==> src/design/cdcl_pkg.sv <==
// constants and types shared by the call disconnect control block
package cdcl_pkg;
	// clock and time base
	localparam int CLK_HZ          = 40_000_000;
	localparam int TICK_MS         = 1;
	localparam int TICK_CYCLES     = CLK_HZ / 1000 * TICK_MS;
	localparam int MS_W            = 16;
	// tone qualification and ring idle times, milliseconds
	localparam logic [15:0] TONE_LONG_MS   = 16'h0fa0; // 4 s
	localparam logic [15:0] TONE_SHORT_MS  = 16'h07d0; // 2 s
	localparam logic [15:0] PULSE_GAP_MS   = 16'h03e8; // longest silence inside a pulsed tone
	localparam logic [15:0] RING_IDLE_MS   = 16'h1f40; // ring burst count forgotten after this
	// status flash timing, milliseconds
	localparam logic [15:0] FLASH_ON_MS    = 16'h00fa;
	localparam logic [15:0] FLASH_OFF_MS   = 16'h00fa;
	localparam logic [15:0] FLASH_PAUSE_MS = 16'h03e8;
	localparam logic [15:0] FLASH_TOTAL_MS = 16'hea60; // one minute
	// self-test error codes, equal to the flash count
	localparam logic [2:0] ERR_NONE        = 3'h0;
	localparam logic [2:0] ERR_FIRST       = 3'h3;
	localparam logic [2:0] ERR_LAST        = 3'h6;
	// ring burst preset range
	localparam logic [2:0] RING_MIN        = 3'h1;
	localparam logic [2:0] RING_MAX        = 3'h5;
	// bar graph
	localparam int BAR_SEGS        = 10;
	localparam int LVL_W           = 4;
	// synchroniser lane positions
	localparam int IN_W            = 6;
	localparam int IN_TONE_A       = 0;
	localparam int IN_TONE_B       = 1;
	localparam int IN_LINE_RISE    = 2;
	localparam int IN_DIVERT       = 3;
	localparam int IN_REMOTE       = 4;
	localparam int IN_RING         = 5;
	// status indicator sequencer
	typedef enum logic [2:0] {
		ST_WAIT      = 3'b000,
		ST_OK        = 3'b001,
		ST_FLASH_ON  = 3'b010,
		ST_FLASH_OFF = 3'b011,
		ST_PAUSE     = 3'b100,
		ST_EXERCISE  = 3'b101
	} cdcl_state_t;
endpackage

==> src/design/cdcl_top.sv <==
// line-hold latch, hang-up tone and line-voltage disconnect, ring answer and indicators
`timescale 1ns/1ps
module cdcl_top #(
	parameter int TICK_CYCLES = cdcl_pkg::TICK_CYCLES
) (
	// clock and reset
	input  wire logic       sys_clk,
	input  wire logic       rst_n,
	// tone decoders, line sensor, ring detector
	input  wire logic       first_tone_decoder,
	input  wire logic       second_tone_decoder,
	input  wire logic       line_voltage_rise,
	input  wire logic       ring_detect,
	input  wire logic       ring_detector_fitted,
	// divert switch and remote contact
	input  wire logic       divert_switch,
	input  wire logic       remote_contact,
	// settings
	input  wire logic       remote_contact_type_select,
	input  wire logic       line_drop_on_hangup_enable,
	input  wire logic       auto_answer_enable,
	input  wire logic       tone_count_select,
	input  wire logic       tone_cadence_select,
	input  wire logic       tone_burst_length_select,
	input  wire logic       hangup_tone_detect_enable,
	input  wire logic [2:0] ring_count_preset,
	// power-up self test result
	input  wire logic       selftest_done,
	input  wire logic [2:0] selftest_error_code,
	// signal activity and levels
	input  wire logic       tx_active,
	input  wire logic       rx_active,
	input  wire logic [3:0] rx_level,
	input  wire logic [3:0] tx_level,
	// line hold and indicators
	output logic            line_hold,
	output logic            line_hold_indicator,
	output logic            status_indicator,
	output logic            transmit_indicator,
	output logic            receive_indicator,
	output logic [9:0]      rx_bar,
	output logic [9:0]      tx_bar,
	// failing device exercise request
	output logic            fault_exercise,
	output logic [2:0]      fault_exercise_code
);
	if (TICK_CYCLES < 1 || TICK_CYCLES > 65535) begin : g_bad_tick
		$error("cdcl_top: TICK_CYCLES out of range");
	end

	// thermometer decode of a level onto the bar segments
	function automatic logic [9:0] bar_decode(input logic [3:0] lvl);
		logic [9:0] b;
		b = '0;
		for (int i = 0; i < cdcl_pkg::BAR_SEGS; i++) begin
			b[i] = (4'(i) < lvl);
		end
		return b;
	endfunction

	// input synchronisers
	logic [cdcl_pkg::IN_W-1:0] in_s;
	cdcl_sync #(.WIDTH(cdcl_pkg::IN_W)) u_sync (
		.sys_clk (sys_clk),
		.rst_n   (rst_n),
		.din     ({ring_detect, remote_contact, divert_switch,
		            line_voltage_rise, second_tone_decoder, first_tone_decoder}),
		.dout    (in_s)
	);

	logic                      tone_a;
	logic                      tone_b;
	assign tone_a = in_s[cdcl_pkg::IN_TONE_A];
	assign tone_b = in_s[cdcl_pkg::IN_TONE_B];

	// state registers
	logic [15:0]               div_ff, nxt_div;
	logic                      tick_ff, nxt_tick;
	logic [cdcl_pkg::IN_W-1:0] prev_ff, nxt_prev;
	logic                      hold_ff, nxt_hold;
	logic [15:0]               tone_ms_ff, nxt_tone_ms;
	logic [15:0]               gap_ms_ff, nxt_gap_ms;
	logic [2:0]                ring_cnt_ff, nxt_ring_cnt;
	logic [15:0]               ring_idle_ff, nxt_ring_idle;
	cdcl_pkg::cdcl_state_t     st_ff, nxt_st;
	logic [2:0]                err_ff, nxt_err;
	logic [2:0]                flash_n_ff, nxt_flash_n;
	logic [15:0]               phase_ms_ff, nxt_phase_ms;
	logic [15:0]               total_ms_ff, nxt_total_ms;
	logic                      hold_ind_ff, status_ff, tx_ind_ff, rx_ind_ff, exer_ff;
	logic [9:0]                rx_bar_ff, tx_bar_ff;

	// edges and combined conditions
	logic [cdcl_pkg::IN_W-1:0] rise, fall;
	logic                      tone_now, tone_release, volt_release;
	logic                      sw_toggle, rem_set, rem_clr, ring_seize;
	logic [2:0]                ring_target;
	logic [15:0]               tone_need;

	always_comb begin
		rise = in_s & ~prev_ff;
		fall = ~in_s & prev_ff;
		tone_now = tone_count_select ? (tone_a | tone_b) : (tone_a & tone_b);
		tone_need = tone_burst_length_select ? cdcl_pkg::TONE_LONG_MS : cdcl_pkg::TONE_SHORT_MS;
		tone_release = hangup_tone_detect_enable && hold_ff && (tone_ms_ff >= tone_need);
		volt_release = line_drop_on_hangup_enable && rise[cdcl_pkg::IN_LINE_RISE];
		sw_toggle = rise[cdcl_pkg::IN_DIVERT];
		// momentary: each closure toggles; permanent: contact level drives the latch
		rem_set = remote_contact_type_select ? rise[cdcl_pkg::IN_REMOTE] && !hold_ff
		                                     : rise[cdcl_pkg::IN_REMOTE];
		rem_clr = remote_contact_type_select ? rise[cdcl_pkg::IN_REMOTE] && hold_ff
		                                     : fall[cdcl_pkg::IN_REMOTE];
		if (ring_count_preset < cdcl_pkg::RING_MIN) begin
			ring_target = cdcl_pkg::RING_MIN;
		end else if (ring_count_preset > cdcl_pkg::RING_MAX) begin
			ring_target = cdcl_pkg::RING_MAX;
		end else begin
			ring_target = ring_count_preset;
		end
		ring_seize = auto_answer_enable && ring_detector_fitted && !hold_ff
		             && rise[cdcl_pkg::IN_RING] && (ring_cnt_ff + 3'h1 >= ring_target);
	end

	// millisecond tick, latch, tone and ring timing
	always_comb begin
		nxt_prev = in_s;
		nxt_tick = 1'b0;
		nxt_div = div_ff + 16'h0001;
		if (div_ff >= 16'(TICK_CYCLES - 1)) begin
			nxt_div = '0;
			nxt_tick = 1'b1;
		end
		// latch: a voltage or tone release wins over a set in the same cycle
		nxt_hold = hold_ff;
		if (sw_toggle) begin
			nxt_hold = !hold_ff;
		end else if (rem_set || ring_seize) begin
			nxt_hold = 1'b1;
		end else if (rem_clr) begin
			nxt_hold = 1'b0;
		end
		if (volt_release || tone_release) begin
			nxt_hold = 1'b0;
		end
		// tone timer: continuous needs unbroken tone, pulsed bridges short gaps
		nxt_tone_ms = tone_ms_ff;
		nxt_gap_ms = gap_ms_ff;
		if (!hold_ff || !hangup_tone_detect_enable || tone_release) begin
			nxt_tone_ms = '0;
			nxt_gap_ms = '0;
		end else if (tone_now) begin
			nxt_gap_ms = '0;
			if (tick_ff && tone_ms_ff != 16'hffff) nxt_tone_ms = tone_ms_ff + 16'h0001;
		end else if (!tone_cadence_select) begin
			nxt_tone_ms = '0;
		end else if (tick_ff) begin
			if (gap_ms_ff >= cdcl_pkg::PULSE_GAP_MS) begin
				nxt_tone_ms = '0;
			end else begin
				nxt_gap_ms = gap_ms_ff + 16'h0001;
				if (tone_ms_ff != '0) nxt_tone_ms = tone_ms_ff + 16'h0001;
			end
		end
		// ring burst counter, forgotten after a quiet spell
		nxt_ring_cnt = ring_cnt_ff;
		nxt_ring_idle = ring_idle_ff;
		if (hold_ff || !auto_answer_enable || !ring_detector_fitted) begin
			nxt_ring_cnt = '0;
			nxt_ring_idle = '0;
		end else if (rise[cdcl_pkg::IN_RING]) begin
			nxt_ring_cnt = ring_seize ? 3'h0 : ring_cnt_ff + 3'h1;
			nxt_ring_idle = '0;
		end else if (tick_ff && ring_cnt_ff != '0) begin
			nxt_ring_idle = ring_idle_ff + 16'h0001;
			if (ring_idle_ff >= cdcl_pkg::RING_IDLE_MS) begin
				nxt_ring_cnt = '0;
				nxt_ring_idle = '0;
			end
		end
	end

	always_ff @(posedge sys_clk or negedge rst_n) begin
		if (!rst_n) begin
			div_ff       <= '0;
			tick_ff      <= 1'b0;
			prev_ff      <= '0;
			hold_ff      <= 1'b0;
			tone_ms_ff   <= '0;
			gap_ms_ff    <= '0;
			ring_cnt_ff  <= '0;
			ring_idle_ff <= '0;
		end else begin
			div_ff       <= nxt_div;
			tick_ff      <= nxt_tick;
			prev_ff      <= nxt_prev;
			hold_ff      <= nxt_hold;
			tone_ms_ff   <= nxt_tone_ms;
			gap_ms_ff    <= nxt_gap_ms;
			ring_cnt_ff  <= nxt_ring_cnt;
			ring_idle_ff <= nxt_ring_idle;
		end
	end

	// power-up error flash sequencer
	always_comb begin
		nxt_st = st_ff;
		nxt_err = err_ff;
		nxt_flash_n = flash_n_ff;
		nxt_phase_ms = (tick_ff) ? phase_ms_ff + 16'h0001 : phase_ms_ff;
		nxt_total_ms = (tick_ff && st_ff != cdcl_pkg::ST_WAIT && st_ff != cdcl_pkg::ST_OK
		                && st_ff != cdcl_pkg::ST_EXERCISE) ? total_ms_ff + 16'h0001 : total_ms_ff;
		case (st_ff)
			cdcl_pkg::ST_WAIT: begin
				nxt_phase_ms = '0;
				if (selftest_done) begin
					nxt_err = selftest_error_code;
					if (selftest_error_code >= cdcl_pkg::ERR_FIRST && selftest_error_code <= cdcl_pkg::ERR_LAST) begin
						nxt_st = cdcl_pkg::ST_FLASH_ON;
						nxt_flash_n = 3'h1;
					end else begin
						nxt_st = cdcl_pkg::ST_OK;
					end
				end
			end
			cdcl_pkg::ST_FLASH_ON: begin
				if (phase_ms_ff >= cdcl_pkg::FLASH_ON_MS) begin
					nxt_st = cdcl_pkg::ST_FLASH_OFF;
					nxt_phase_ms = '0;
				end
			end
			cdcl_pkg::ST_FLASH_OFF: begin
				if (phase_ms_ff >= cdcl_pkg::FLASH_OFF_MS) begin
					nxt_phase_ms = '0;
					if (flash_n_ff >= err_ff) begin
						nxt_st = cdcl_pkg::ST_PAUSE;
					end else begin
						nxt_st = cdcl_pkg::ST_FLASH_ON;
						nxt_flash_n = flash_n_ff + 3'h1;
					end
				end
			end
			cdcl_pkg::ST_PAUSE: begin
				if (total_ms_ff >= cdcl_pkg::FLASH_TOTAL_MS) begin
					nxt_st = cdcl_pkg::ST_EXERCISE;
				end else if (phase_ms_ff >= cdcl_pkg::FLASH_PAUSE_MS) begin
					nxt_st = cdcl_pkg::ST_FLASH_ON;
					nxt_flash_n = 3'h1;
					nxt_phase_ms = '0;
				end
			end
			cdcl_pkg::ST_OK, cdcl_pkg::ST_EXERCISE: begin
				nxt_phase_ms = '0;
			end
			default: begin
				nxt_st = cdcl_pkg::ST_WAIT;
			end
		endcase
	end

	always_ff @(posedge sys_clk or negedge rst_n) begin
		if (!rst_n) begin
			st_ff       <= cdcl_pkg::ST_WAIT;
			err_ff      <= cdcl_pkg::ERR_NONE;
			flash_n_ff  <= '0;
			phase_ms_ff <= '0;
			total_ms_ff <= '0;
		end else begin
			st_ff       <= nxt_st;
			err_ff      <= nxt_err;
			flash_n_ff  <= nxt_flash_n;
			phase_ms_ff <= nxt_phase_ms;
			total_ms_ff <= nxt_total_ms;
		end
	end

	// registered indicator outputs
	always_ff @(posedge sys_clk or negedge rst_n) begin
		if (!rst_n) begin
			hold_ind_ff <= 1'b0;
			status_ff   <= 1'b0;
			tx_ind_ff   <= 1'b0;
			rx_ind_ff   <= 1'b0;
			exer_ff     <= 1'b0;
			rx_bar_ff   <= '0;
			tx_bar_ff   <= '0;
		end else begin
			hold_ind_ff <= nxt_hold;
			status_ff   <= (nxt_st != cdcl_pkg::ST_FLASH_OFF) && (nxt_st != cdcl_pkg::ST_PAUSE);
			tx_ind_ff   <= tx_active;
			rx_ind_ff   <= rx_active;
			exer_ff     <= (nxt_st == cdcl_pkg::ST_EXERCISE);
			rx_bar_ff   <= bar_decode(rx_level);
			tx_bar_ff   <= bar_decode(tx_level);
		end
	end

	assign line_hold           = hold_ff;
	assign line_hold_indicator = hold_ind_ff;
	assign status_indicator    = status_ff;
	assign transmit_indicator  = tx_ind_ff;
	assign receive_indicator   = rx_ind_ff;
	assign rx_bar              = rx_bar_ff;
	assign tx_bar              = tx_bar_ff;
	assign fault_exercise      = exer_ff;
	assign fault_exercise_code = err_ff;
endmodule

==> src/design/cdcl_sync.sv <==
// two-stage synchroniser for a group of asynchronous inputs
`timescale 1ns/1ps
module cdcl_sync #(
	parameter int WIDTH = 1
) (
	// clock and reset
	input  wire logic             sys_clk,
	input  wire logic             rst_n,
	// raw and synchronised levels
	input  wire logic [WIDTH-1:0] din,
	output logic      [WIDTH-1:0] dout
);
	logic [WIDTH-1:0] meta_ff;
	logic [WIDTH-1:0] sync_ff;
	logic [WIDTH-1:0] nxt_meta;
	logic [WIDTH-1:0] nxt_sync;

	// first stage feeds only the second stage
	always_comb begin
		nxt_meta = din;
		nxt_sync = meta_ff;
	end

	always_ff @(posedge sys_clk or negedge rst_n) begin
		if (!rst_n) begin
			meta_ff <= '0;
			sync_ff <= '0;
		end else begin
			meta_ff <= nxt_meta;
			sync_ff <= nxt_sync;
		end
	end

	assign dout = sync_ff;
endmodule

==> config.mk <==
export PLATFORM = sky130hd
export DESIGN_NAME = cdcl_top
export DESIGN_NICKNAME = d
export VERILOG_FILES = /design/src/design/cdcl_pkg.sv /design/src/design/cdcl_top.sv /design/src/design/cdcl_sync.sv
export SDC_FILE = /design/constraint.sdc
export NUM_CORES = 1
export LEC_CHECK = 0
export BUFFER_PORTS_ARGS = -buffer_cell sky130_fd_sc_hd__buf_4
export CAP_MARGIN = 5
export CORE_AREA = 2 2 122 124
export DETAILED_ROUTE_END_ITERATION = 16
export DIE_AREA = 0 0 124 126
export GPL_TIMING_DRIVEN = 0
export HOLD_SLACK_MARGIN = 0.02
export PLACE_DENSITY = 0.68
export SETUP_SLACK_MARGIN = 0.02
export SYNTH_ARGS = -nofsm -noshare
export SYNTH_HDL_FRONTEND = slang
export SYNTH_HIERARCHICAL = 1
export SYNTH_SLANG_ARGS = --single-unit
==> constraint.sdc <==
create_clock -name sys_clk -period 5 [get_ports sys_clk]
set_input_delay 0.25 -clock sys_clk [delete_from_list [all_inputs] [get_ports sys_clk]]
set_output_delay 0.25 -clock sys_clk [all_outputs]
set_load 0.01 [all_outputs]
[After elaboration in Yosys (flattened, before gate mapping)]
Cells that the tools add are included.
Word-level totals
  output and inout bits: 29
  input bits: 33
  flip-flop bits (word level): 152
  word-level logic and storage cells: 186
Cells by class
  bitwise logic cells: 6
  $add $sub $neg: 8
  equal/unequal tests: 21
  reduce and logical (&&, ||, !) cells: 44
  magnitude comparators: 33
  multiplexer cells: 53
Operators by type and width (number)
  16-bit two-way mux: 21
  16-bit by 1-bit adder with 16-bit output, second input constant: 6
  3-bit two-way mux: 19
  16-bit one-hot mux with 3 select lines: 1
  16-bit by 10-bit greater-or-equal comparator with 1-bit output, second input constant: 2
  16-bit greater-or-equal comparator, second input constant: 2
  3-bit by 4-bit < comparator with 1-bit output, first input constant: 8
  3-bit nonzero test: 7
  16-bit by 12-bit greater-or-equal comparator with 1-bit output: 1
  16-bit by 13-bit greater-or-equal comparator with 1-bit output, second input constant: 1
  16-bit by 8-bit greater-or-equal comparator with 1-bit output, second input constant: 1
  1-bit logical AND: 16
  1-bit by 4-bit < comparator with 1-bit output, first input constant: 4
  2-bit by 4-bit < comparator with 1-bit output, first input constant: 4
  4-bit < comparator, first input constant: 4
  16-bit inequality test, second input constant: 1
  16-bit nonzero test: 1
  3-bit one-hot mux with 5 select lines: 1
  12-bit two-way mux: 1
  2-bit inequality test, second input constant: 6
  3-bit == test, second input constant: 3
  3-bit inequality test, second input constant: 3
  3-bit one-hot mux with 3 select lines: 1
  1-bit two-way mux: 8
  other kinds (28): 43

[Logic depth before layout (Yosys ltp)]
Gate-level depths: netlist of run 1.
  depth in word-level cells: 9
  mapped depth: 10
  gate-level depth less buffers: 10

[By module]
Netlist of run 1, hierarchy kept.
Modules (own cells, without submodules)
  cdcl_top: times used 1, area each 6716.4 um^2, cells each 649, seq. area each 3453.3 um^2
  cdcl_sync: times used 1, area each 300.3 um^2, cells each 12, seq. area each 300.3 um^2

[Worst setup path after synthesis of run 1]
OpenSTA, ideal clock, no wires.
  kind: register to register
  start: register tone_ms_ff[0]
  end: register tone_ms_ff[9]
  stages on the path, launching flop included: 10
  period minus slack after synthesis: 1975 ps
  setup slack: 3025 ps
  required time: 4875 ps
  setup time: 125 ps
  arrival: 1850 ps
  path through: dfrtp_1 inv_1 ha_1 nor3b_1 nand4_1 a31oi_2 nor2_1 buf_2 a22oi_2 o22ai_2
Between the ends
  word-level cells in the longest chain between the ends: 7
  elaborated cells between the ends (all ways): 18
Ends and longest elaborated chain
  start, declared: RTL line cdcl_top.sv:81  | logic [15:0] tone_ms_ff, nxt_tone_ms;
  start signal, assigned: RTL line cdcl_top.sv:197  | tone_ms_ff <= nxt_tone_ms;
  16-bit by 1-bit adder with 16-bit output: RTL line cdcl_top.sv:153, cdcl_top.sv:161
  16-bit two-way mux: RTL line cdcl_top.sv:161  | if (tone_ms_ff != '0) nxt_tone_ms = tone_ms_ff + 16'h0001;
  16-bit two-way mux: RTL line cdcl_top.sv:157  | if (gap_ms_ff >= cdcl_pkg::PULSE_GAP_MS) begin
  16-bit two-way mux: RTL line cdcl_top.sv:156  | end else if (tick_ff) begin
  16-bit two-way mux: RTL line cdcl_top.sv:154  | end else if (!tone_cadence_select) begin
  16-bit two-way mux: RTL line cdcl_top.sv:151  | end else if (tone_now) begin
  16-bit two-way mux: RTL line cdcl_top.sv:148  | if (!hold_ff || !hangup_tone_detect_enable || tone_release) begin
Parallel ways exist; a longest one is shown, timed or not. The select of a mux whose other input is x is not followed.
A chain may end at the register's enable or synchronous reset.

[Worst setup path in the final report of run 1]
Ends and elaborated chain as after synthesis.

==> results of run 1 <==
worst min-delay path, stage by stage:
cell and delay [ns]:
buf_4 0.09, nand2_1 0.04, o21ai_0 0.06
cell families (layout without fill, tap and decap cells):
logic type                 count (synthesis)  in the layout  synth area share, %
AOI/OAI and AO/OA                        105            105                 10.3
xor gates and xnor gates                  57             57                 7.11
adders and majority gates                 25             25                 4.42
buffers and inverters                     49            152                 2.94
DFF                                      150            150                 53.5
muxes                                      5              5                0.731
other                                      1              3               0.0534
and+or+nand+nor                          269            269                 21.0
area by class of cell:
class | instances | area share (%)
Clock inverter | 8 | 1.19
Clock buffer | 22 | 5.63
Inverter | 36 | 1.60
Timing Repair Buffer | 73 | 7.11
Multi-Input combinational cell | 464 | 36.4
Buffer | 13 | 0.846
Sequential cell | 150 | 44.5
Tap cell | 184 | 2.73
what timing repair did:
item | 4_1_cts | 5_1_grt
hold buffers | 11 | 0
setup endpoints to repair | 0 | 0
endpoints found under the hold margin | 87 | 0
buffers inserted | 0 | 0
power by group through the flow:
| stage | Sequential (uW) | Clock, uW | Combinational (uW) |
|---|---|---|---|
| floorplan | 1320 | 0 | 169 |
| global placement | 1310 | 0 | 308 |
| detailed placement | 1310 | 0 | 318 |
| CTS | 1290 | 1270 | 326 |
| global route | 1300 | 1330 | 360 |
| finish | 1290 | 1240 | 321 |
synth_stat cells (11+ instances only):
cell / n / area share [%]
a21oi_1: 18 / 1.3
and3_1: 18 / 1.6
dfrtp_1: 150 / 53
ha_1: 24 / 4.3
inv_1: 34 / 1.8
nand2_1: 46 / 2.5
nand3_1: 34 / 2.4
nand4_1: 19 / 1.7
nor2_1: 57 / 3.0
nor2b_1: 11 / 0.98
nor3_1: 16 / 1.1
o21ai_0: 21 / 1.5
or3_1: 11 / 0.98
xnor2_1: 33 / 4.1
xor2_1: 24 / 3.0
per-layer routing:
| metal | share of wire [%] | up-vias | routed length, um | GRT usage (%) |
|---|---|---|---|---|
| li1 | - | 2500 | - | - |
| met1 | 45 | 2512 | 6110 | 24.5 |
| met2 | 50 | 74 | 6720 | 31.0 |
| met3 | 3.5 | 14 | 468 | 5.30 |
| met4 | 1.1 | 0 | 145 | 6.08 |
| met5 | 0 | - | 0 | 0 |
worst max-delay path by stage:
stage,to,slack (ns),startpoint,cells after the start
after CTS,gap_ms_ff[8],2.55,tone_ms_ff[0],8
after floorplan,tone_ms_ff[9],3.02,tone_ms_ff[0],9
after global placement,tone_ms_ff[11],2.57,tone_ms_ff[0],9
after detailed placement,gap_ms_ff[8],2.55,tone_ms_ff[0],8
final,tone_ms_ff[9],2.58,tone_ms_ff[0],9
after global routing,gap_ms_ff[9],2.29,tone_ms_ff[0],8
through the flow:
stage / power, uW / hold WS (ns) / setup WS [ns] / area (um2) / cells
finish: 2860 / 0.0545 / 2.58 / 8430 / 950
global route: 2980 / 0.0527 / 2.29 / 8430 / 950
CTS: 2890 / 0.0459 / 2.55 / 8430 / 950
detailed placement: 1630 / 0.337 / 2.55 / 7740 / 909
global placement: 1620 / 0.334 / 2.57 / 7710 / 908
floorplan: 1490 / -0.0456 / 3.02 / 7020 / 663
state kept, by name, indices dropped and copies added (netlist names), 3 cells and up:
register,cells
gap_ms_ff,16
rx_bar,10
ring_cnt_ff,3
u_sync/meta_ff,6
div_ff,16
fault_exercise_code,3
flash_n_ff,3
tx_bar,10
total_ms_ff,16
ring_idle_ff,16
u_sync/dout,6
st_ff,3
tone_ms_ff,16
prev_ff,4
phase_ms_ff,16
==> reports/results.ini, run 1 <==
[outcome]
outcome = complete, no violations

[cts]
cts_buffer_depth = 2
clock-root-buffer = clkbuf_16
cts_made_buffers = 17
cts_tree = yes
cts_sinks = 150
htreeDepth = 4
clk_pin_slew_ns = 0.06
cts_resized = 0
clkLatencyLatePin_ns = 0.42

[global_routing]
grt.total_usage_pct = 19.0
first_global_vias = 5197
grt_overflow = 0
antenna_found_initial = 0
grt_max_degree = 79
grt_pass1_wl_mm = 23.6

[critical_path]
cp.arrival_ns = 2.72
max_stage_delay_ns = 0.48
crit_chain = inv_1, ha_1, nor3b_1, nand4_1, a31oi_2, nor2_1, buf_2, a22oi_2, o22ai_2
r2r_slack_ns = 2.58
critical_path_class = reg -> reg
crit_required_ns = 5.29
cp-start-kind = register
r2r-end = tone_ms_ff[9]
r2r-start = tone_ms_ff[0]
path_max_fanout = 10
endpoint_kind = register
crit_buf_inv = 2
reg2regPathDepth = 9
cp_top_family = compound AO/OA/AOI/OAI gates
crit_slowest_cell = a31oi_2

[sta]
fmax_mhz = 413
slew_headroom_pct = 41.8
setup_tns_ns = 0
rsz0062_at_grt = false
finalHoldViolCount = 0
final.setup_skew_ns = 0.0138
tightest_slew_ns = 0.861
min_period_ns = 2.42
setup_viol_count_final = 0
post-route-period-util_pct = 48.4
drv_slew = 0

[yosys]
ys_seq_area_share_pct = 53.5
syn_area_mm2 = 0.00702
synthArstFlopShare_pct = 100
synth_edf_count = 0
ys_warn_count = 6
synth.avg_cell_area_um2 = 10.6
ys.flop_type = dfrtp_1
yosys_register_bits = 150
synthDistinctLibCells = 67
synthCells = 661

[routing]
wl_per_cell_um = 14.2
antenna_left = 0
vias = 5100
firstDrtPassIters = 4
drtIter0Drc = 375
routed_wl_mm = 13.5
viasPerCell = 5.37
drc = 0

[cells_and_area]
drive_gt1_share_pct = 16.2
synthToLayoutAreaGrowth_pct = 20.1
nFillCells = 1250
finish.utilization_pct = 58.9
finalNetCount = 812
final_cell_mix = dfrtp_1, buf_4, nor2_1, nand2_1
multiInputGateArea_mm2 = 0.00306
regArea_mm2 = 0.00375
final_common_cell = dfrtp_1
antennaDiodeCount = 0

[worst_hold_path]
min_path_type = in -> reg
hold_end = fault_exercise_code[2]
hold_depth = 3
hp-start = selftest_error_code[2]

[power]
comb_power_share_pct = 11.2
max-vdd-ir-drop_v = 0.000218
seqPwrFrac_pct = 45.2
power.density_mw_per_mm2 = 339
p_leak_uw = 0.00372
p_clk_share_pct = 43.6
p_switching_uw = 688
swShare_pct = 24.1
p_int_uw = 2170

[placement]
io_buffer_count = 61
gp_congestion = 0.862
hpwl_mm = 9.33

[floorplan]
start_util_pct = 49.0
rows = 44
dieArea_mm2 = 0.0156
ios = 62
dieWidth_um = 124
fp.dieH_um = 126
core_area_mm2 = 0.0143

[flow_run]
cap_viol_max_count = 0

No activity file was read; power rests on OpenSTA's default activity.
==> run 2: changes to the inputs <==
- ABC_AREA: default -> 1
- CORE_AREA: 2 2 122 124 -> 2 2 127 129
- DIE_AREA: 0 0 124 126 -> 0 0 129 131
- PLACE_DENSITY: 0.68 -> 0.7
- clock period: 5 -> 1.95 ns (I/O delays scaled with it)
==> reports/results.ini, run 2 <==
[floorplan]
ios = 62  ; unchanged
dieWidth_um = 129  ; was 124 um
dieArea_mm2 = 0.0169  ; was 0.0156 mm2
rows = 46  ; was 44
fp.dieH_um = 131  ; was 126 um
start_util_pct = 48.7  ; was 49.0%
core_area_mm2 = 0.0156  ; was 0.0143 mm2

[yosys]
synthDominantCellAreaShare_pct = 49.4  ; was 53.5%
ys_warn_count = 6  ; unchanged
yosys.area_share.simple_pct = 27.5  ; was 21.0%
syn_area_mm2 = 0.00760  ; was 0.00702 mm2
synth.avg_cell_area_um2 = 8.37  ; was 10.6 um2
synth_common_cells = nand2_1, dfrtp_1, inv_1  ; was dfrtp_1, nor2_1, nand2_1
post-synth-top-count-cell = nand2_1  ; was dfrtp_1
synth_edf_count = 0  ; unchanged
yosys-top-cells-area = dfrtp_1, nand2_1, inv_1  ; was dfrtp_1, ha_1, xnor2_1
synth_top_family_by_area = simple AND/OR/NAND/NOR gates  ; unchanged
synthCells = 908  ; was 661
synthArstFlopShare_pct = 100  ; unchanged
synthDistinctLibCells = 47  ; was 67
ys.flop_type = dfrtp_1  ; unchanged
synth_fa_ha_area_share_pct = 3.95  ; was 4.42%
yosys_register_bits = 150  ; unchanged
muxShareOfSynthArea_pct = 0.148  ; was 0.731%
ys_seq_area_share_pct = 49.4  ; was 53.5%
yosysTopAreaCell = dfrtp_1  ; unchanged
synthXorXnorAreaFrac_pct = 3.69  ; was 7.11%
synth_compound_area_share_pct = 7.67  ; was 10.3%

[global_routing]
grt.total_usage_pct = 18.9  ; was 19.0%
grt_pass1_wl_mm = 25.7  ; was 23.6 mm
grt_overflow = 0  ; unchanged
antenna_found_initial = 0  ; unchanged
first_global_vias = 5909  ; was 5197
grt_max_degree = 84  ; was 79

[cts]
clk_pin_slew_ns = 0.06  ; about the same
clock-root-buffer = clkbuf_16  ; unchanged
clkLatencyLatePin_ns = 0.42  ; about the same
cts_sinks = 150  ; unchanged
htreeDepth = 4  ; unchanged
cts_tree = yes  ; unchanged
cts_buffer_depth = 2  ; unchanged
cts_made_buffers = 17  ; unchanged

[sta]
hold_slack_ns = 0.0318  ; was 0.0545 ns
fmax_mhz = 522  ; was 413 MHz
tightest_slew_ns = 0.627  ; was 0.861 ns
final.setup_skew_ns = 0.00541  ; was 0.0138 ns
finalHoldViolCount = 0  ; unchanged
setup_viol_count_final = 0  ; unchanged
slew_headroom_pct = 58.2  ; was 41.8%
setup_tns_ns = 0  ; unchanged
post-route-period-util_pct = 98.2  ; was 48.4%
min_period_ns = 1.91  ; was 2.42 ns
rsz0062_at_grt = true  ; was false
drv_slew = 0  ; unchanged

[cells_and_area]
drive_gt1_share_pct = 21.2  ; was 16.2%
antennaDiodeCount = 0  ; unchanged
synthToLayoutAreaGrowth_pct = 27.5  ; was 20.1%
nFillCells = 1318  ; was 1250
finalNetCount = 1100  ; was 812
final_common_cell = nand2_1  ; was dfrtp_1
final_cell_mix = nand2_1, dfrtp_1, inv_1, nor2_1, buf_4  ; was dfrtp_1, buf_4, nor2_1, nand2_1

[routing]
routed_wl_mm = 15.5  ; was 13.5 mm
drc = 0  ; unchanged
antenna_left = 0  ; unchanged
firstDrtPassIters = 4  ; unchanged
vias = 6236  ; was 5100
wl_per_cell_um = 12.2  ; was 14.2 um
drtIter0Drc = 292  ; was 375
viasPerCell = 4.90  ; was 5.37

[placement]
gp_congestion = 0.854  ; was 0.862
io_buffer_count = 61  ; unchanged
hpwl_mm = 10.3  ; was 9.33 mm

[power]
p_leak_uw = 0.00457  ; was 0.00372 uW
seqPwrFrac_pct = 45.9  ; was 45.2%
power.density_mw_per_mm2 = 718  ; was 339 mW/mm2
p_switching_uw = 1660  ; was 688 uW
p_int_uw = 5300  ; was 2170 uW
p_clk_share_pct = 47.6  ; was 43.6%
swShare_pct = 23.8  ; was 24.1%
comb_power_share_pct = 6.5  ; was 11.2%
max-vdd-ir-drop_v = 0.000572  ; was 0.000218 V

[critical_path]
path_common_cell = nand2_1
reg2regPathDepth = 13  ; was 9
cp.arrival_ns = 2.26  ; was 2.72 ns
r2r-start = tone_ms_ff[5]  ; was tone_ms_ff[0]
r2r_slack_ns = 0.04  ; was 2.58 ns
r2r-end = tone_ms_ff[6]  ; was tone_ms_ff[9]
crit_buf_inv = 1  ; was 2
path_max_fanout = 6  ; was 10
cp-start-kind = register  ; unchanged
crit_slowest_cell = dfrtp_1  ; was a31oi_2
endpoint_kind = register  ; unchanged
crit_required_ns = 2.30  ; was 5.29 ns
crit_chain = ha_1, nand2_1, nand2_1, nand2_1, nand2_1, nand2_2, nand3_4, nor2_4, nand2_4, nand2_8, clkbuf_16, nand2_1, o21ai_2  ; was inv_1, ha_1, nor3b_1, nand4_1, a31oi_2, nor2_1, buf_2, a22oi_2, o22ai_2
cp_top_family = simple AND/OR/NAND/NOR gates  ; was compound AO/OA/AOI/OAI gates
critical_path_class = reg -> reg  ; unchanged
max_stage_delay_ns = 0.38  ; was 0.48 ns

[worst_hold_path]
hp-start = auto_answer_enable  ; was selftest_error_code[2]
hold_depth = 3  ; unchanged
min_path_type = in -> reg  ; unchanged
hold_end = ring_cnt_ff[0]  ; was fault_exercise_code[2]

[outcome]
outcome = complete, no violations  ; unchanged

[flow_run]
cap_viol_max_count = 0  ; unchanged

## run 2: cell count changes in the layout (fill, tap and decap cells not counted), sizes merged, moves of 11 or more
cell	before	now
nor2b	11	0
nand3	35	57
nand2	47	199
buf	68	90
inv	36	137
dlygate4sd3	11	29
xnor2	33	11
o21ai	26	49
and3	18	2
or3	11	0
a21oi	21	38
nor2	57	134
## run 2: how the worst max path moves through the flow
stage	startpoint	to	slack [ns]	cells past startpoint
after global placement	tone_ms_ff[6]	tone_ms_ff[6]	-0.08	13
after CTS	tone_ms_ff[6]	tone_ms_ff[0]	0.006	13
final	tone_ms_ff[5]	tone_ms_ff[6]	0.04	13
after floorplan	tone_ms_ff[6]	tone_ms_ff[6]	0.18	13
after global routing	tone_ms_ff[5]	tone_ms_ff[4]	-0.11	13
after detailed placement	tone_ms_ff[0]	tone_ms_ff[0]	-0.1	14
## run 2: layout make-up
cell class	instances	area, um2	share of cell area, %
inverter	132	497	5.13
tap	216	270	2.79
sequential	150	3760	38.8
multi-input combinational	620	3480	35.9
buffer	9	93.8	0.969
clock inverter	14	169	1.74
clock buffer	18	429	4.43
timing repair buffer	113	991	10.2
## run 2: cell families after synthesis
kind of cell / count (synthesis)
AO/OA/AOI/OAI: 102
XOR/XNOR: 32
adder cells (fa/ha/maj): 24
buffers and inverters: 141
flip-flops: 150
multiplexers: 1
other: 1
AND/OR/NAND/NOR: 457
## run 2: worst min-delay path: cells and delay by family
family / cells / cell delay [ns]
AOI/OAI and AO/OA: 1 / 0.08
and+or+nand+nor: 1 / 0.13
buffers and inverters: 1 / 0.11
## run 2: power groups by stage
| stage | sequential, uW | combinational, uW | clock (uW) |
|---|---|---|---|
| after CTS | 3200 | 438 | 3390 |
| after floorplan | 3270 | 149 | 0 |
| after global placement | 3250 | 376 | 0 |
| after detailed placement | 3250 | 390 | 0 |
| final | 3200 | 451 | 3310 |
| after global routing | 3200 | 510 | 3510 |
## run 2: what timing repair did
action,in CTS,in global routing
hold endpoints to repair,99,0
pin swaps,3,20
setup endpoints to repair,37,56
setup buffers,7,13
hold buffers,29,0
gates cloned,0,3
gates resized for setup,4,68
## run 2: per-layer routing
metal  vias up  GRT usage, %  share of wire [%]
met4         0          6.33                1.4
met1      2910          23.4                 45
li1       3209             -                  -
met3        25          4.56                3.2
met5         -             0                  0
met2        92          32.6                 51
## run 2: through the flow
step	total power (uW)	cell area (um2)	util [%]	std cells	setup slack, ns
4_1_cts	7020	9320	59.7	1256	0.00619
6_report	6960	9690	62.1	1272	0.0360
5_1_grt	7220	9690	62.1	1272	-0.107
2_1_floorplan	3420	7610	-	910	0.176
3_3_place_gp	3630	8330	53.4	1187	-0.0797
3_5_place_dp	3640	8370	53.6	1188	-0.0999
